`config.mk`:
```
export PLATFORM = sky130hd
export DESIGN_NAME = dpsh_host
export DESIGN_NICKNAME = d
export VERILOG_FILES = /design/src/hw/dpsh_pkg.sv /design/src/hw/dpsh_host.sv /design/src/hw/dpsh_sync.sv
export VERILOG_INCLUDE_DIRS = /design/src /design/src/hw
export SDC_FILE = /design/constraint.sdc
export NUM_CORES = 1
export LEC_CHECK = 0
export BUFFER_PORTS_ARGS = -buffer_cell sky130_fd_sc_hd__clkbuf_2
export CORE_MARGIN = 5
export CORE_UTILIZATION = 51
export CTS_BUF_LIST = sky130_fd_sc_hd__clkbuf_2 sky130_fd_sc_hd__clkbuf_4 sky130_fd_sc_hd__clkbuf_8
export DETAILED_ROUTE_END_ITERATION = 8
export HOLD_SLACK_MARGIN = 0.12
export PLACE_DENSITY = 0.87
export SYNTH_ARGS = -nofsm -noshare
export SYNTH_HDL_FRONTEND = slang
export SYNTH_SLANG_ARGS = --single-unit
```
`constraint.sdc`:
```
create_clock -name clk -period 1.6 [get_ports clk]
set_input_delay 0.48 -clock clk [delete_from_list [all_inputs] [get_ports clk]]
set_output_delay 0.48 -clock clk [all_outputs]
set_load 0.02 [all_outputs]
```
`src/hw/dpsh_consts.svh`:
```
// constants for the path switch slice array host controller
`ifndef DPSH_CONSTS_SVH
`define DPSH_CONSTS_SVH

// -----------------------------------------------------------------
// shared instruction lines four to one
// -----------------------------------------------------------------
`define DPSH_SH_MASK 4'h0
`define DPSH_SH_NEG 4'h1
`define DPSH_SH_LOAD 4'h6
`define DPSH_SH_CONST 4'h7
`define DPSH_SH_SEXT_K 4'h8
`define DPSH_SH_SEXT_D 4'h9
`define DPSH_SH_SHL 4'ha
`define DPSH_SH_SHR_D 4'hb
`define DPSH_SH_SHR_K 4'hc
`define DPSH_SH_COMP 4'he

// -----------------------------------------------------------------
// per-slice bit zero patterns, slice four down to slice one
// -----------------------------------------------------------------
`define DPSH_B0_LOW 4'h0
`define DPSH_B0_HIGH 4'hf
`define DPSH_B0_BYTE_SPLIT 4'h3
`define DPSH_B0_MASK_LO 4'hc
`define DPSH_B0_LSB_ONLY 4'he
`define DPSH_B0_MSB_ONLY 4'h8

// -----------------------------------------------------------------
// timing
// -----------------------------------------------------------------
`define DPSH_CLK_NS 10
`define DPSH_SETTLE_NS 27
`define DPSH_SETTLE_CYC ((`DPSH_SETTLE_NS + `DPSH_CLK_NS - 1) / `DPSH_CLK_NS)
`define DPSH_WAIT_CYC (`DPSH_SETTLE_CYC + 3)

`endif

```
`src/hw/dpsh_pkg.sv`:
```
// types for the path switch slice array host controller
package dpsh_pkg;

    typedef enum logic [3:0] {
        DPSH_PASS_D,
        DPSH_PASS_K,
        DPSH_SEXT_D,
        DPSH_SEXT_K,
        DPSH_MASK_LO,
        DPSH_ZERO,
        DPSH_PLUS1,
        DPSH_MINUS1,
        DPSH_MINUS2,
        DPSH_SHL_D,
        DPSH_SHL_K,
        DPSH_SHR_D,
        DPSH_SAR_D,
        DPSH_SHR_K,
        DPSH_SAR_K,
        DPSH_COMP_D
    } dpsh_op_e;

    typedef struct packed {
        dpsh_op_e op;
        logic fill;
    } dpsh_cmd_s;

    typedef struct packed {
        logic [3:0] shared;
        logic [3:0] bit0;
    } dpsh_ctrl_s;

endpackage

```
`src/hw/dpsh_host.sv`:
```
// host controller driving a four-slice path switch array
`include "dpsh_consts.svh"

module dpsh_host #(
    parameter int SLICES = 4
) (
    input wire logic clk,
    input wire logic resetn,
    input wire logic pair_mode,
    input wire logic cmd_valid,
    input wire dpsh_pkg::dpsh_cmd_s cmd,
    output logic cmd_ready,
    output logic cmd_error,
    output logic done,
    output logic [4*SLICES-1:0] result,
    output logic shift_spill,
    output dpsh_pkg::dpsh_ctrl_s function_select,
    output logic output_drive_enable_n,
    output logic right_shift_in_n,
    output logic left_shift_in_n,
    input wire logic [4*SLICES-1:0] result_bus_n,
    input wire logic left_shift_out_n,
    input wire logic right_shift_out_n
);
    import dpsh_pkg::*;

    localparam int WAIT = `DPSH_WAIT_CYC;
    localparam int DONE_LAT = WAIT + 1;
    localparam int SW = 4 * SLICES + 2;

    typedef enum logic [1:0] {DPSH_IDLE, DPSH_BUSY, DPSH_DONE} dpsh_state_e;

    dpsh_state_e state_reg;
    dpsh_state_e state_next;
    logic [3:0] wait_reg;
    dpsh_op_e op_reg;
    logic [SW-1:0] pins_sync;
    logic take;
    logic refuse;
    dpsh_ctrl_s want;

    // -----------------------------------------------------------------
    // op to array control word
    // -----------------------------------------------------------------
    function automatic dpsh_ctrl_s dpsh_encode(input dpsh_op_e op);
        dpsh_ctrl_s c;
        c = '{shared: `DPSH_SH_CONST, bit0: `DPSH_B0_HIGH};
        unique case (op)
            DPSH_PASS_D: c = '{shared: `DPSH_SH_LOAD, bit0: `DPSH_B0_LOW};
            DPSH_PASS_K: c = '{shared: `DPSH_SH_LOAD, bit0: `DPSH_B0_HIGH};
            // low slices pass and export sign, high slices replicate it
            DPSH_SEXT_D: c = '{shared: `DPSH_SH_SEXT_D, bit0: `DPSH_B0_BYTE_SPLIT};
            DPSH_SEXT_K: c = '{shared: `DPSH_SH_SEXT_K, bit0: `DPSH_B0_BYTE_SPLIT};
            // high byte driven high (logical zero), low byte low: 00ff logical
            DPSH_MASK_LO: c = '{shared: `DPSH_SH_MASK, bit0: `DPSH_B0_MASK_LO};
            DPSH_ZERO: c = '{shared: `DPSH_SH_CONST, bit0: `DPSH_B0_HIGH};
            DPSH_PLUS1: c = '{shared: `DPSH_SH_CONST, bit0: `DPSH_B0_LSB_ONLY};
            DPSH_MINUS1: c = '{shared: `DPSH_SH_NEG, bit0: `DPSH_B0_HIGH};
            DPSH_MINUS2: c = '{shared: `DPSH_SH_NEG, bit0: `DPSH_B0_LSB_ONLY};
            DPSH_SHL_D: c = '{shared: `DPSH_SH_SHL, bit0: `DPSH_B0_LOW};
            DPSH_SHL_K: c = '{shared: `DPSH_SH_SHL, bit0: `DPSH_B0_HIGH};
            DPSH_SHR_D: c = '{shared: `DPSH_SH_SHR_D, bit0: `DPSH_B0_LOW};
            // only the top slice keeps the sign, the rest shift logically
            DPSH_SAR_D: c = '{shared: `DPSH_SH_SHR_D, bit0: `DPSH_B0_MSB_ONLY};
            DPSH_SHR_K: c = '{shared: `DPSH_SH_SHR_K, bit0: `DPSH_B0_LOW};
            DPSH_SAR_K: c = '{shared: `DPSH_SH_SHR_K, bit0: `DPSH_B0_MSB_ONLY};
            DPSH_COMP_D: c = '{shared: `DPSH_SH_COMP, bit0: `DPSH_B0_LOW};
        endcase
        return c;
    endfunction

    function automatic logic dpsh_pair_ok(input dpsh_ctrl_s c);
        return (c.bit0[0] == c.bit0[1]) && (c.bit0[2] == c.bit0[3]);
    endfunction

    // -----------------------------------------------------------------
    // pin synchronisers
    // -----------------------------------------------------------------
    dpsh_sync #(
        .WIDTH(SW)
    ) u_sync (
        .clk(clk),
        .resetn(resetn),
        .async_in({left_shift_out_n, right_shift_out_n, result_bus_n}),
        .sync_out(pins_sync)
    );

    // -----------------------------------------------------------------
    // sequencing
    // -----------------------------------------------------------------
    assign want = dpsh_encode(cmd.op);
    assign take = (state_reg == DPSH_IDLE) && cmd_valid && !refuse;
    // six-line wiring cannot express a split inside a byte pair
    assign refuse = pair_mode && !dpsh_pair_ok(want);

    always_comb
    begin
        state_next = state_reg;
        unique case (state_reg)
            DPSH_IDLE: if (take) state_next = DPSH_BUSY;
            DPSH_BUSY: if (wait_reg == 4'h0) state_next = DPSH_DONE;
            DPSH_DONE: state_next = DPSH_IDLE;
        endcase
    end

    always_ff @(posedge clk or negedge resetn)
    begin
        if (!resetn)
            state_reg <= DPSH_IDLE;
        else
            state_reg <= state_next;
    end

    always_ff @(posedge clk or negedge resetn)
    begin
        if (!resetn)
            wait_reg <= 4'h0;
        else if (take)
            wait_reg <= 4'(WAIT - 1);
        else if (wait_reg != 4'h0)
            wait_reg <= wait_reg - 4'h1;
    end

    // -----------------------------------------------------------------
    // array drive: one shared group plus a bit zero per slice
    // -----------------------------------------------------------------
    always_ff @(posedge clk or negedge resetn)
    begin
        if (!resetn)
        begin
            function_select <= '{shared: `DPSH_SH_CONST, bit0: `DPSH_B0_HIGH};
            op_reg <= DPSH_ZERO;
            right_shift_in_n <= 1'b1;
            left_shift_in_n <= 1'b1;
        end
        else if (take)
        begin
            function_select <= want;
            op_reg <= cmd.op;
            // fill bit enters the lowest slice on left shift, the highest on right
            right_shift_in_n <= ~cmd.fill;
            left_shift_in_n <= ~cmd.fill;
        end
    end

    // bus only driven while a command is in flight, so others may share it
    always_ff @(posedge clk or negedge resetn)
    begin
        if (!resetn)
            output_drive_enable_n <= 1'b1;
        else
            output_drive_enable_n <= !(take || state_next == DPSH_BUSY);
    end

    // -----------------------------------------------------------------
    // answer
    // -----------------------------------------------------------------
    always_ff @(posedge clk or negedge resetn)
    begin
        if (!resetn)
        begin
            result <= '0;
            shift_spill <= 1'b0;
        end
        else if (state_reg == DPSH_BUSY && wait_reg == 4'h0)
        begin
            result <= ~pins_sync[4*SLICES-1:0];
            // top slice left output on left shifts, bottom right output otherwise
            shift_spill <= (op_reg == DPSH_SHL_D || op_reg == DPSH_SHL_K) ?
                ~pins_sync[SW-1] : ~pins_sync[SW-2];
        end
    end

    always_ff @(posedge clk or negedge resetn)
    begin
        if (!resetn)
        begin
            done <= 1'b0;
            cmd_error <= 1'b0;
            cmd_ready <= 1'b0;
        end
        else
        begin
            done <= (state_reg == DPSH_BUSY) && (wait_reg == 4'h0);
            cmd_error <= (state_reg == DPSH_IDLE) && cmd_valid && refuse;
            cmd_ready <= (state_next == DPSH_IDLE) && !take;
        end
    end
endmodule

```
`src/hw/dpsh_sync.sv`:
```
// two-stage synchroniser for the array's returning pins
module dpsh_sync #(
    parameter int WIDTH = 18
) (
    input wire logic clk,
    input wire logic resetn,
    input wire logic [WIDTH-1:0] async_in,
    output logic [WIDTH-1:0] sync_out
);
    logic [WIDTH-1:0] meta_reg;

    // pins idle high, which is logical zero on this active-low array
    always_ff @(posedge clk or negedge resetn)
    begin
        if (!resetn)
        begin
            meta_reg <= '1;
            sync_out <= '1;
        end
        else
        begin
            meta_reg <= async_in;
            sync_out <= meta_reg;
        end
    end
endmodule

```
==> out/metrics.yaml, run 1 <==
global_route:
  overflow: 0
  grt_first_pass_wirelength_um: 9673
  track_usage: 0.1730
  antenna_found_initial: 0
  first_global_vias: 2054
  grt_max_degree: 36
sta:
  hold_viol: 0
  worst_slack_ps: -207.7
  timing.final.crit_share: 1.130
  tightest_slew_ps: 341.0
  period_needed_ps: 1808
  slew_headroom: 0.7713
  max_freq_ghz: 0.5532
  setup_violations: 21
  timing.hold.ws_ps: 204.0
  drv_slew: 0
  skew_ps: 15.12
  rsz0062_at_grt: "true"
drt:
  ant_nets: 0
  wl_met2_um: 3008
  met1_length_um: 2247
  top_layer: "met4"
  drt_iter0_markers: 47
  wl_per_cell_um: 14.89
  dr.pass1.iters: 5
  vias: 1857
  drc: 0
  routed_via_density: 4.887
  routed_wl_um: 5658
  dr_wl_met3_um: 222
cells_and_area:
  fin_cells: 380
  finalCoreUtilization: 0.6910
  mostFrequentLayoutCell: "clkbuf_2"
  layout_common_cells: "clkbuf_2, dfstp_2, dfrtp_1"
  fillers: 393
  syn2layout_area_growth_pct: 31.76
  nets: 337
  diodes: 0
  drive_gt1_frac: 0.5617
  stdcell_area_mm2: 0.003805
worst_hold_path:
  min_path_cells: 1
  worstHoldStart: "result_bus_n[6]"
  hold_path_class: "in -> reg"
cts:
  clockBufferDepth: 2
  tritoncts: "yes"
  clk_latency_ps: 350
  clkSlewWorstSetupHoldPaths_ps: 80
  numCtsBuffers: 9
  numClockSinks: 76
  htreeDepth: 3
  root_buffer: "clkbuf_8"
placement:
  io_buffers: 57
  place_hpwl_um: 3918
  place.gp.congestion: 0.8438
  placed_area_mm2: 0.003475
  placedCellCount: 360
job:
  maxCapViolations: 0
synthesis:
  synth_area_per_cell_um2: 13.31
  ys_async_sr_fraction: 1.000
  synthMuxAreaShare: 0.06326
  synth_cells: 217
  synth_fp_nets: 251
  synth_edf_count: 0
  yosysTopAreaCellShare: 0.4276
  ys_ff_latch: 76
  synth_compound_area_frac: 0.09185
  synth_area_leader_cell: "dfstp_2"
  synth_area_mm2: 0.002888
  synthDistinctLibCells: 37
  synth_fa_ha_area_frac: 0.03033
  synthTopCellsByArea: "dfstp_2, dfrtp_1, mux2_4"
  synth_top_family_by_area: "compound AO/OA/AOI/OAI gates"
  synthSimpleGateAreaFrac: 0.09099
  ys.flop_type: "dfstp_2"
  synthXorXnorAreaFrac: 0.01213
  yosysWarnings: 0
  ys_seq_area_frac: 0.6789
critical_path:
  worst-setup-path-type: "in -> reg"
  crit_fanout: 4
  r2r_start: "state_reg[1]$_DFF_PN0_"
  cp-end-kind: "flip-flop"
  cp-start-kind: "input pin"
  crit_start: "cmd[1]"
  cp.required_ps: 1870
  ff2ff_setup_slack_ps: 10
  r2r_cells: 7
  worstPathArrival_ps: 2080
pwr:
  finalPower_uw: 6808
  leakagePower_uw: 0.001835
  clockPowerShare: 0.220
  p_switching_uw: 2297
  p_comb_frac: 0.352
  internal-power_uw: 4511
  pwr-share-seq: 0.428
  power_density_mw_per_mm2: 1789
  peakVddDrop_mv: 0.9762
  sw_frac_of_total: 0.3374
outcome:
  violations: "negative setup slack"
  status: "finished, violations left"
floorplanning:
  start_util: 0.5244
  num_io_pins: 58
  row_count: 27
  die_w_um: 85.25
  dieArea_mm2: 0.007268
  core_mm2: 0.005507
  die_h_um: 85.25
## cell usage after synthesis (5+ instances only)
cell      number
clkbuf_1       5
mux2_4        10
ha_1           7
a21oi_1        5
dfstp_2       47
o21ai_0       25
nor3_1         5
dfrtp_1       29
inv_1         11
nand2_1       27
## critical path, cell delays in order
cell       delay [ps]
clkbuf_16         120
inv_12             30
ha_4              160
and2b_1           170
a32o_2            260
o41ai_4           250
buf_4             180
clkbuf_16         130
mux2_4            290
## worst paths after layout
kind	endpoint
min	u_sync.meta_reg[6]$_DFF_PN1_
max	function_select[6]$_DFFE_PN1P_
max reg2reg	function_select[1]$_DFFE_PN1P_
min reg2reg	u_sync.sync_out[4]$_DFF_PN1_
min in group asynchronous	result[0]$_DFFE_PN0P_
max in group asynchronous	output_drive_enable_n$_DFF_PN1_
## metrics by stage
stage               setup slack [ps]  setup TNS [ps]
floorplan                     -359.0           -5043
global placement              -593.3          -11030
detailed placement            -647.0          -12130
CTS                           -257.2           -2977
global route                  -242.3           -3263
finish                        -207.7           -2352
## metal layers
metal | global-route usage | vias to the layer above
met5 | 0 | -
li1 | - | 893
met3 | 0.03981 | 18
met2 | 0.3030 | 44
met1 | 0.1927 | 902
met4 | 0.09640 | 0
## what timing repair did
item                       CTS  global route
hold buffers                 1             0
hold endpoints to repair    11             0
cloned                       1             0
buffers inserted             1             2
setup endpoints to repair   22            32
resized for setup           15             4
## logic make-up (layout without fill, tap and decap cells)
kind of cell,Yosys count,count (layout)
DFF,76,76
AOI/OAI and AO/OA,42,42
buffers and inverters,21,112
adders and majority gates,7,7
xor gates and xnor gates,4,4
muxes,13,13
and+or+nand+nor,54,54
## cell type report
| class | count | area, um2 | area share |
|---|---|---|---|
| clock buffer | 13 | 160.2 | 0.04209 |
| multi-input combinational | 120 | 894.6 | 0.2351 |
| clock inverter | 3 | 47.55 | 0.01250 |
| sequential | 76 | 1961 | 0.5153 |
| inverter | 11 | 61.31 | 0.01611 |
| timing repair buffer | 85 | 590.6 | 0.1552 |
| tap | 72 | 90.09 | 0.02368 |
## power groups by stage
stage                     sequential [uW]  combinational, uW  clock, uW
final                                2910               2400       1500
after global routing                 2980               2620       1630
after CTS                            2920               2430       1520
after global placement               2890               2160          0
after floorplan                      3340               1020          0
after detailed placement             2940               2270          0
(Power assumes the default switching activity.)
==> inputs of run 2 (changes only) <==
- MAX_ROUTING_LAYER: default -> met4
==> out/metrics.yaml, run 2 (same netlist as run 1, synthesis figures left out) <==
floorplanning:
  dieArea_mm2: 0.007268  # unchanged
  row_count: 27  # unchanged
  die_h_um: 85.25  # unchanged
  die_w_um: 85.25  # unchanged
  num_io_pins: 58  # unchanged
  core_mm2: 0.005507  # unchanged
  start_util: 0.5244  # unchanged
sta:
  drv_slew: 0  # unchanged
  setup_violations: 21  # unchanged
  period_needed_ps: 1811  # +3.576 ps
  timing.final.crit_share: 1.132  # +0.002235
  worst_slack_ps: -211.2  # -3.576 ps
  setup-tns-final_ps: -2401  # -49.02 ps
  skew_ps: 14.21  # -0.9112 ps
  tightest_slew_ps: 341.0  # unchanged
  max_freq_ghz: 0.5521  # -0.20%
  hold_viol: 0  # unchanged
  rsz0062_at_grt: "true"
  slew_headroom: 0.7713  # unchanged
critical_path:
  ff2ff_setup_slack_ps: 0  # about the same
  worstPathArrival_ps: 2090  # about the same
  r2r_start: "state_reg[1]$_DFF_PN0_"
  crit_buf_inv: 4  # unchanged
  cp_common_cell: "clkbuf_16"
  worst-setup-path-type: "in -> reg"
  crit_fanout: 4  # unchanged
  cp-start-kind: "input pin"
  cp.required_ps: 1880  # about the same
  cpMaxStageDelayCell: "mux2_4"
  critical-path-max-stage-delay_ps: 290  # about the same
  worstPathCellList: "clkbuf_16, inv_12, ha_4, and2b_1, a32o_2, o41ai_4, buf_4, clkbuf_16, mux2_4"
  critical_path.top_delay_family: "compound AO/OA/AOI/OAI gates"
  timing.rr.end: "function_select[3]$_DFFE_PN1P_"
  cp-end-kind: "flip-flop"
  r2r_cells: 7  # unchanged
worst_hold_path:
  worstHoldStart: "result_bus_n[6]"
  hold_path_class: "in -> reg"
  min_path_cells: 1  # unchanged
  hold_path_end: "u_sync.meta_reg[6]$_DFF_PN1_"
drt:
  wl_per_cell_um: 14.91  # +0.14%
  routed_wl_um: 5666  # +0.14%
  drt_iter0_markers: 42  # -11%
  routed_via_density: 4.876  # -0.22%
  vias: 1853  # -0.22%
  drc: 0  # unchanged
  dr.pass1.iters: 5  # unchanged
  ant_nets: 0  # unchanged
cells_and_area:
  diodes: 0  # unchanged
  multi_input_area_um2: 894.6  # unchanged
  drive_gt1_frac: 0.5617  # unchanged
  fin_cells: 380  # unchanged
  nets: 337  # unchanged
  mostFrequentLayoutCell: "clkbuf_2"
  layout_common_cells: "clkbuf_2, dfstp_2, dfrtp_1"
  fillers: 393  # unchanged
  seq_area_mm2: 0.001961  # unchanged
  syn2layout_area_growth_pct: 31.76  # unchanged
cts:
  clk_latency_ps: 350  # about the same
  htreeDepth: 3  # unchanged
  numCtsBuffers: 9  # unchanged
  clockBufferDepth: 2  # unchanged
  root_buffer: "clkbuf_8"
  tritoncts: "yes"
  clkSlewWorstSetupHoldPaths_ps: 80  # about the same
  numClockSinks: 76  # unchanged
outcome:
  violations: "negative setup slack"
  status: "finished, violations left"
placement:
  placedCellCount: 360  # unchanged
  place_hpwl_um: 3918  # unchanged
  place.gp.congestion: 0.8571  # +1.6%
  io_buffers: 57  # unchanged
global_route:
  use_met1: 0.1914  # -0.001259
  overflow: 0  # unchanged
  grt_use_met3: 0.03981  # unchanged
  busiest_layer: "met2"
  grt_first_pass_wirelength_um: 9660  # -0.13%
  antenna_found_initial: 0  # unchanged
  first_global_vias: 2059  # +0.24%
  use_met2: 0.3037  # +0.0007062
  track_usage: 0.1781  # +0.005021
  grt_max_degree: 36  # unchanged
job:
  maxCapViolations: 0  # unchanged
pwr:
  peakVddDrop_mv: 0.9769  # about the same
  leakagePower_uw: 0.001835  # unchanged
  finalPower_uw: 6814  # about the same
  power_density_mw_per_mm2: 1791  # about the same
## run 2: layer usage
layer	share of wire	vias to the layer above	routed length, um
met5	0	-	0
met4	0.031	0	177
met3	0.038	17	218
met2	0.53	46	3004
met1	0.40	900	2265
li1	-	890	-
## run 2: worst reg2reg max path, stage by stage, from the launching register on
cell	delay, ps
dfrtp_1	400
inv_1	90
ha_1	150
and2_1	200
o41ai_4	110
buf_4	150
clkbuf_16	150
mux2_4	300
## run 2: how the worst max path moves through the flow
stage                      start                              to  cells past startpoint
after floorplan           cmd[1]  function_select[7]$_DFFE_PN0P_                      7
after global placement    cmd[1]           op_reg[1]$_DFFE_PN0P_                      8
after detailed placement  cmd[1]           op_reg[1]$_DFFE_PN0P_                      8
after CTS                 cmd[1]           op_reg[1]$_DFFE_PN0P_                      9
after global routing      cmd[2]           op_reg[1]$_DFFE_PN0P_                      8
final                     cmd[1]  function_select[3]$_DFFE_PN1P_                      9
## run 2: area by class of cell
class	count	area share
Clock buffer	13	0.04209
Clock inverter	3	0.01250
Inverter	11	0.01611
Multi-Input combinational cell	120	0.2351
Sequential cell	76	0.5153
Tap cell	72	0.02368
Timing Repair Buffer	85	0.1552
## run 2: per-stage QoR
stage               worst slack, ps  hold slack, ps    util  instance area [um2]
floorplan                    -359.0           184.4       -                 2932
global placement             -593.3           345.5  0.6310                 3475
detailed placement           -647.0           347.0  0.6310                 3475
CTS                          -257.2           190.7  0.6914                 3807
global route                 -242.3           181.9  0.6910                 3805
finish                       -211.2           206.0  0.6910                 3805
## run 2: repair_timing
| item | 4_1_cts | 5_1_grt |
|---|---|---|
| hold endpoints to repair | 11 | 0 |
| hold buffers | 1 | 0 |
| buffers inserted | 1 | 2 |
| resized for setup | 15 | 4 |
| cloned | 1 | 0 |
| endpoints found under the setup margin | 22 | 32 |
## run 2: where the power goes
| group | internal, uW | total (uW) | switching, uW |
|---|---|---|---|
| registers | 2600 | 2910 | 316 |
| logic | 1090 | 2400 | 1310 |
| clock network | 822 | 1500 | 677 |
==> inputs of run 3 (changes only) <==
- CTS_BUF_LIST: sky130_fd_sc_hd__clkbuf_2 sky130_fd_sc_hd__clkbuf_4 sky130_fd_sc_hd__clkbuf_8 -> sky130_fd_sc_hd__clkbuf_8
==> out/metrics.yaml, run 3 (same netlist as run 1, synthesis figures left out) <==
outcome:
  status: "finished, violations left"
  violations: "negative setup slack"
floorplanning:
  start_util: 0.5244  # unchanged
  dieArea_mm2: 0.007268  # unchanged
  die_h_um: 85.25  # unchanged
  row_count: 27  # unchanged
  core_mm2: 0.005507  # unchanged
  die_w_um: 85.25  # unchanged
  num_io_pins: 58  # unchanged
pwr:
  leakagePower_uw: 0.001838  # +0.12%
  pwr-share-seq: 0.432  # +0.005
  internal-power_uw: 4442  # -1.6%
  power_density_mw_per_mm2: 1778  # -0.71%
  p_comb_frac: 0.356  # +0.003
  sw_frac_of_total: 0.3415  # +0.003635
  p_switching_uw: 2304  # about the same
  finalPower_uw: 6746  # -1.0%
  peakVddDrop_mv: 0.9767  # about the same
  clockPowerShare: 0.212  # -0.008
cells_and_area:
  mostFrequentLayoutCell: "clkbuf_2"
  seq_area_mm2: 0.001961  # unchanged
  stdcell_area_mm2: 0.003794  # -0.30%
  syn2layout_area_growth_pct: 31.37
  layout_common_cells: "clkbuf_2, dfstp_2, dfrtp_1"
  nets: 337  # unchanged
  fillers: 397  # +1.0%
  drive_gt1_frac: 0.5519  # -0.009740
  finalCoreUtilization: 0.6889  # -0.002045
  diodes: 0  # unchanged
  multi_input_area_um2: 894.6  # unchanged
critical_path:
  crit_fanout: 4  # unchanged
  critical_path.top_delay_family: "compound AO/OA/AOI/OAI gates"
  cp-end-kind: "flip-flop"
  worstPathCellList: "clkbuf_16, inv_12, ha_4, and2b_1, a32o_2, o41ai_4, buf_4, clkbuf_16, mux2_4"
  crit_buf_inv: 4  # unchanged
  cp.required_ps: 1880  # about the same
  critical-path-max-stage-delay_ps: 290  # about the same
  worstPathArrival_ps: 2090  # about the same
  cpMaxStageDelayCell: "mux2_4"
  crit_start: "cmd[1]"
  cp-start-kind: "input pin"
  cp_common_cell: "clkbuf_16"
  r2r_start: "state_reg[1]$_DFF_PN0_"
  worst-setup-path-type: "in -> reg"
global_route:
  grt_use_met3: 0.03981  # unchanged
  use_met1: 0.1914  # unchanged
  use_met2: 0.3037  # unchanged
  track_usage: 0.1781  # unchanged
  busiest_layer: "met2"
  overflow: 0  # unchanged
  grt_first_pass_wirelength_um: 9660  # unchanged
  grt_max_degree: 36  # unchanged
  first_global_vias: 2055  # -0.19%
  antenna_found_initial: 0  # unchanged
drt:
  routed_wl_um: 5666  # unchanged
  vias: 1853  # unchanged
  drc: 0  # unchanged
  ant_nets: 0  # unchanged
  routed_via_density: 4.876  # unchanged
  wl_per_cell_um: 14.91  # unchanged
  dr.pass1.iters: 5  # unchanged
  drt_iter0_markers: 42  # unchanged
placement:
  io_buffers: 57  # unchanged
  place_hpwl_um: 3918  # unchanged
  placed_area_mm2: 0.003475  # unchanged
  place.gp.congestion: 0.8571  # unchanged
cts:
  root_buffer: "clkbuf_8"
  clockBufferDepth: 2  # unchanged
  clk_latency_ps: 350  # about the same
  tritoncts: "yes"
  numCtsBuffers: 9  # unchanged
  numClockSinks: 76  # unchanged
  htreeDepth: 3  # unchanged
  clkSlewWorstSetupHoldPaths_ps: 80  # about the same
sta:
  rsz0062_at_grt: "true"
  hold_viol: 0  # unchanged
  max_freq_ghz: 0.5521  # about the same
  tightest_slew_ps: 341.0  # unchanged
  setup-tns-final_ps: -2400  # +1.720 ps
  skew_ps: 14.16  # -0.04560 ps
  drv_slew: 0  # unchanged
  timing.hold.ws_ps: 205.6  # -0.4200 ps
  period_needed_ps: 1811  # -0.02300 ps
  timing.final.crit_share: 1.132  # about the same
  setup_violations: 21  # unchanged
  slew_headroom: 0.7713  # unchanged
  worst_slack_ps: -211.2  # +0.02300 ps
job:
  maxCapViolations: 0  # unchanged
worst_hold_path:
  hold_path_class: "in -> reg"
  worstHoldStart: "result_bus_n[6]"
run 3: through the flow:
step | setup slack [ps] | cells
after global placement | -593.3 | 360
after CTS | -257.2 | 379
final | -211.2 | 380
after global routing | -242.3 | 380
after floorplan | -359.0 | 217
after detailed placement | -647.0 | 360
run 3: power groups by stage:
| stage | logic [uW] | clock network, uW | registers, uW |
|---|---|---|---|
| 2_1_floorplan | 1020 | 0 | 3340 |
| 3_3_place_gp | 2160 | 0 | 2890 |
| 3_5_place_dp | 2270 | 0 | 2940 |
| 4_1_cts | 2430 | 1460 | 2920 |
| 5_1_grt | 2620 | 1560 | 2980 |
| 6_report | 2400 | 1430 | 2910 |
run 3: area by class of cell:
class,count,area share
sequential,76,0.5168
tap,72,0.02375
inverter,11,0.01616
clock buffer,10,0.03628
timing repair buffer,85,0.1557
clock inverter,6,0.01550
multi-input combinational,120,0.2358
run 3: per-layer routing:
layer,part of all wire,routed length (um)
met1,0.40,2267
met2,0.53,3002
met3,0.038,218
met4,0.031,177
met5,0,0
run 3: final timing paths:
path | end | slack, ps | depth (start not counted)
min | u_sync.meta_reg[6]$_DFF_PN1_ | 210 | 1
max in group asynchronous | output_drive_enable_n$_DFF_PN1_ | 460 | 3
max | function_select[3]$_DFFE_PN1P_ | -210 | 9
min reg2reg | u_sync.sync_out[4]$_DFF_PN1_ | 350 | 0
min in group asynchronous | result[0]$_DFFE_PN0P_ | 590 | 2
max reg2reg | function_select[3]$_DFFE_PN1P_ | 0 | 7
run 3: timing repair:
action                                  in CTS  in global routing
endpoints found under the setup margin      22                 32
gates cloned                                 1                  0
pin swaps                                    0                  0
gates resized for setup                     15                  4
buffers inserted                             1                  2
hold buffers                                 1                  0
endpoints found under the hold margin       11                  0
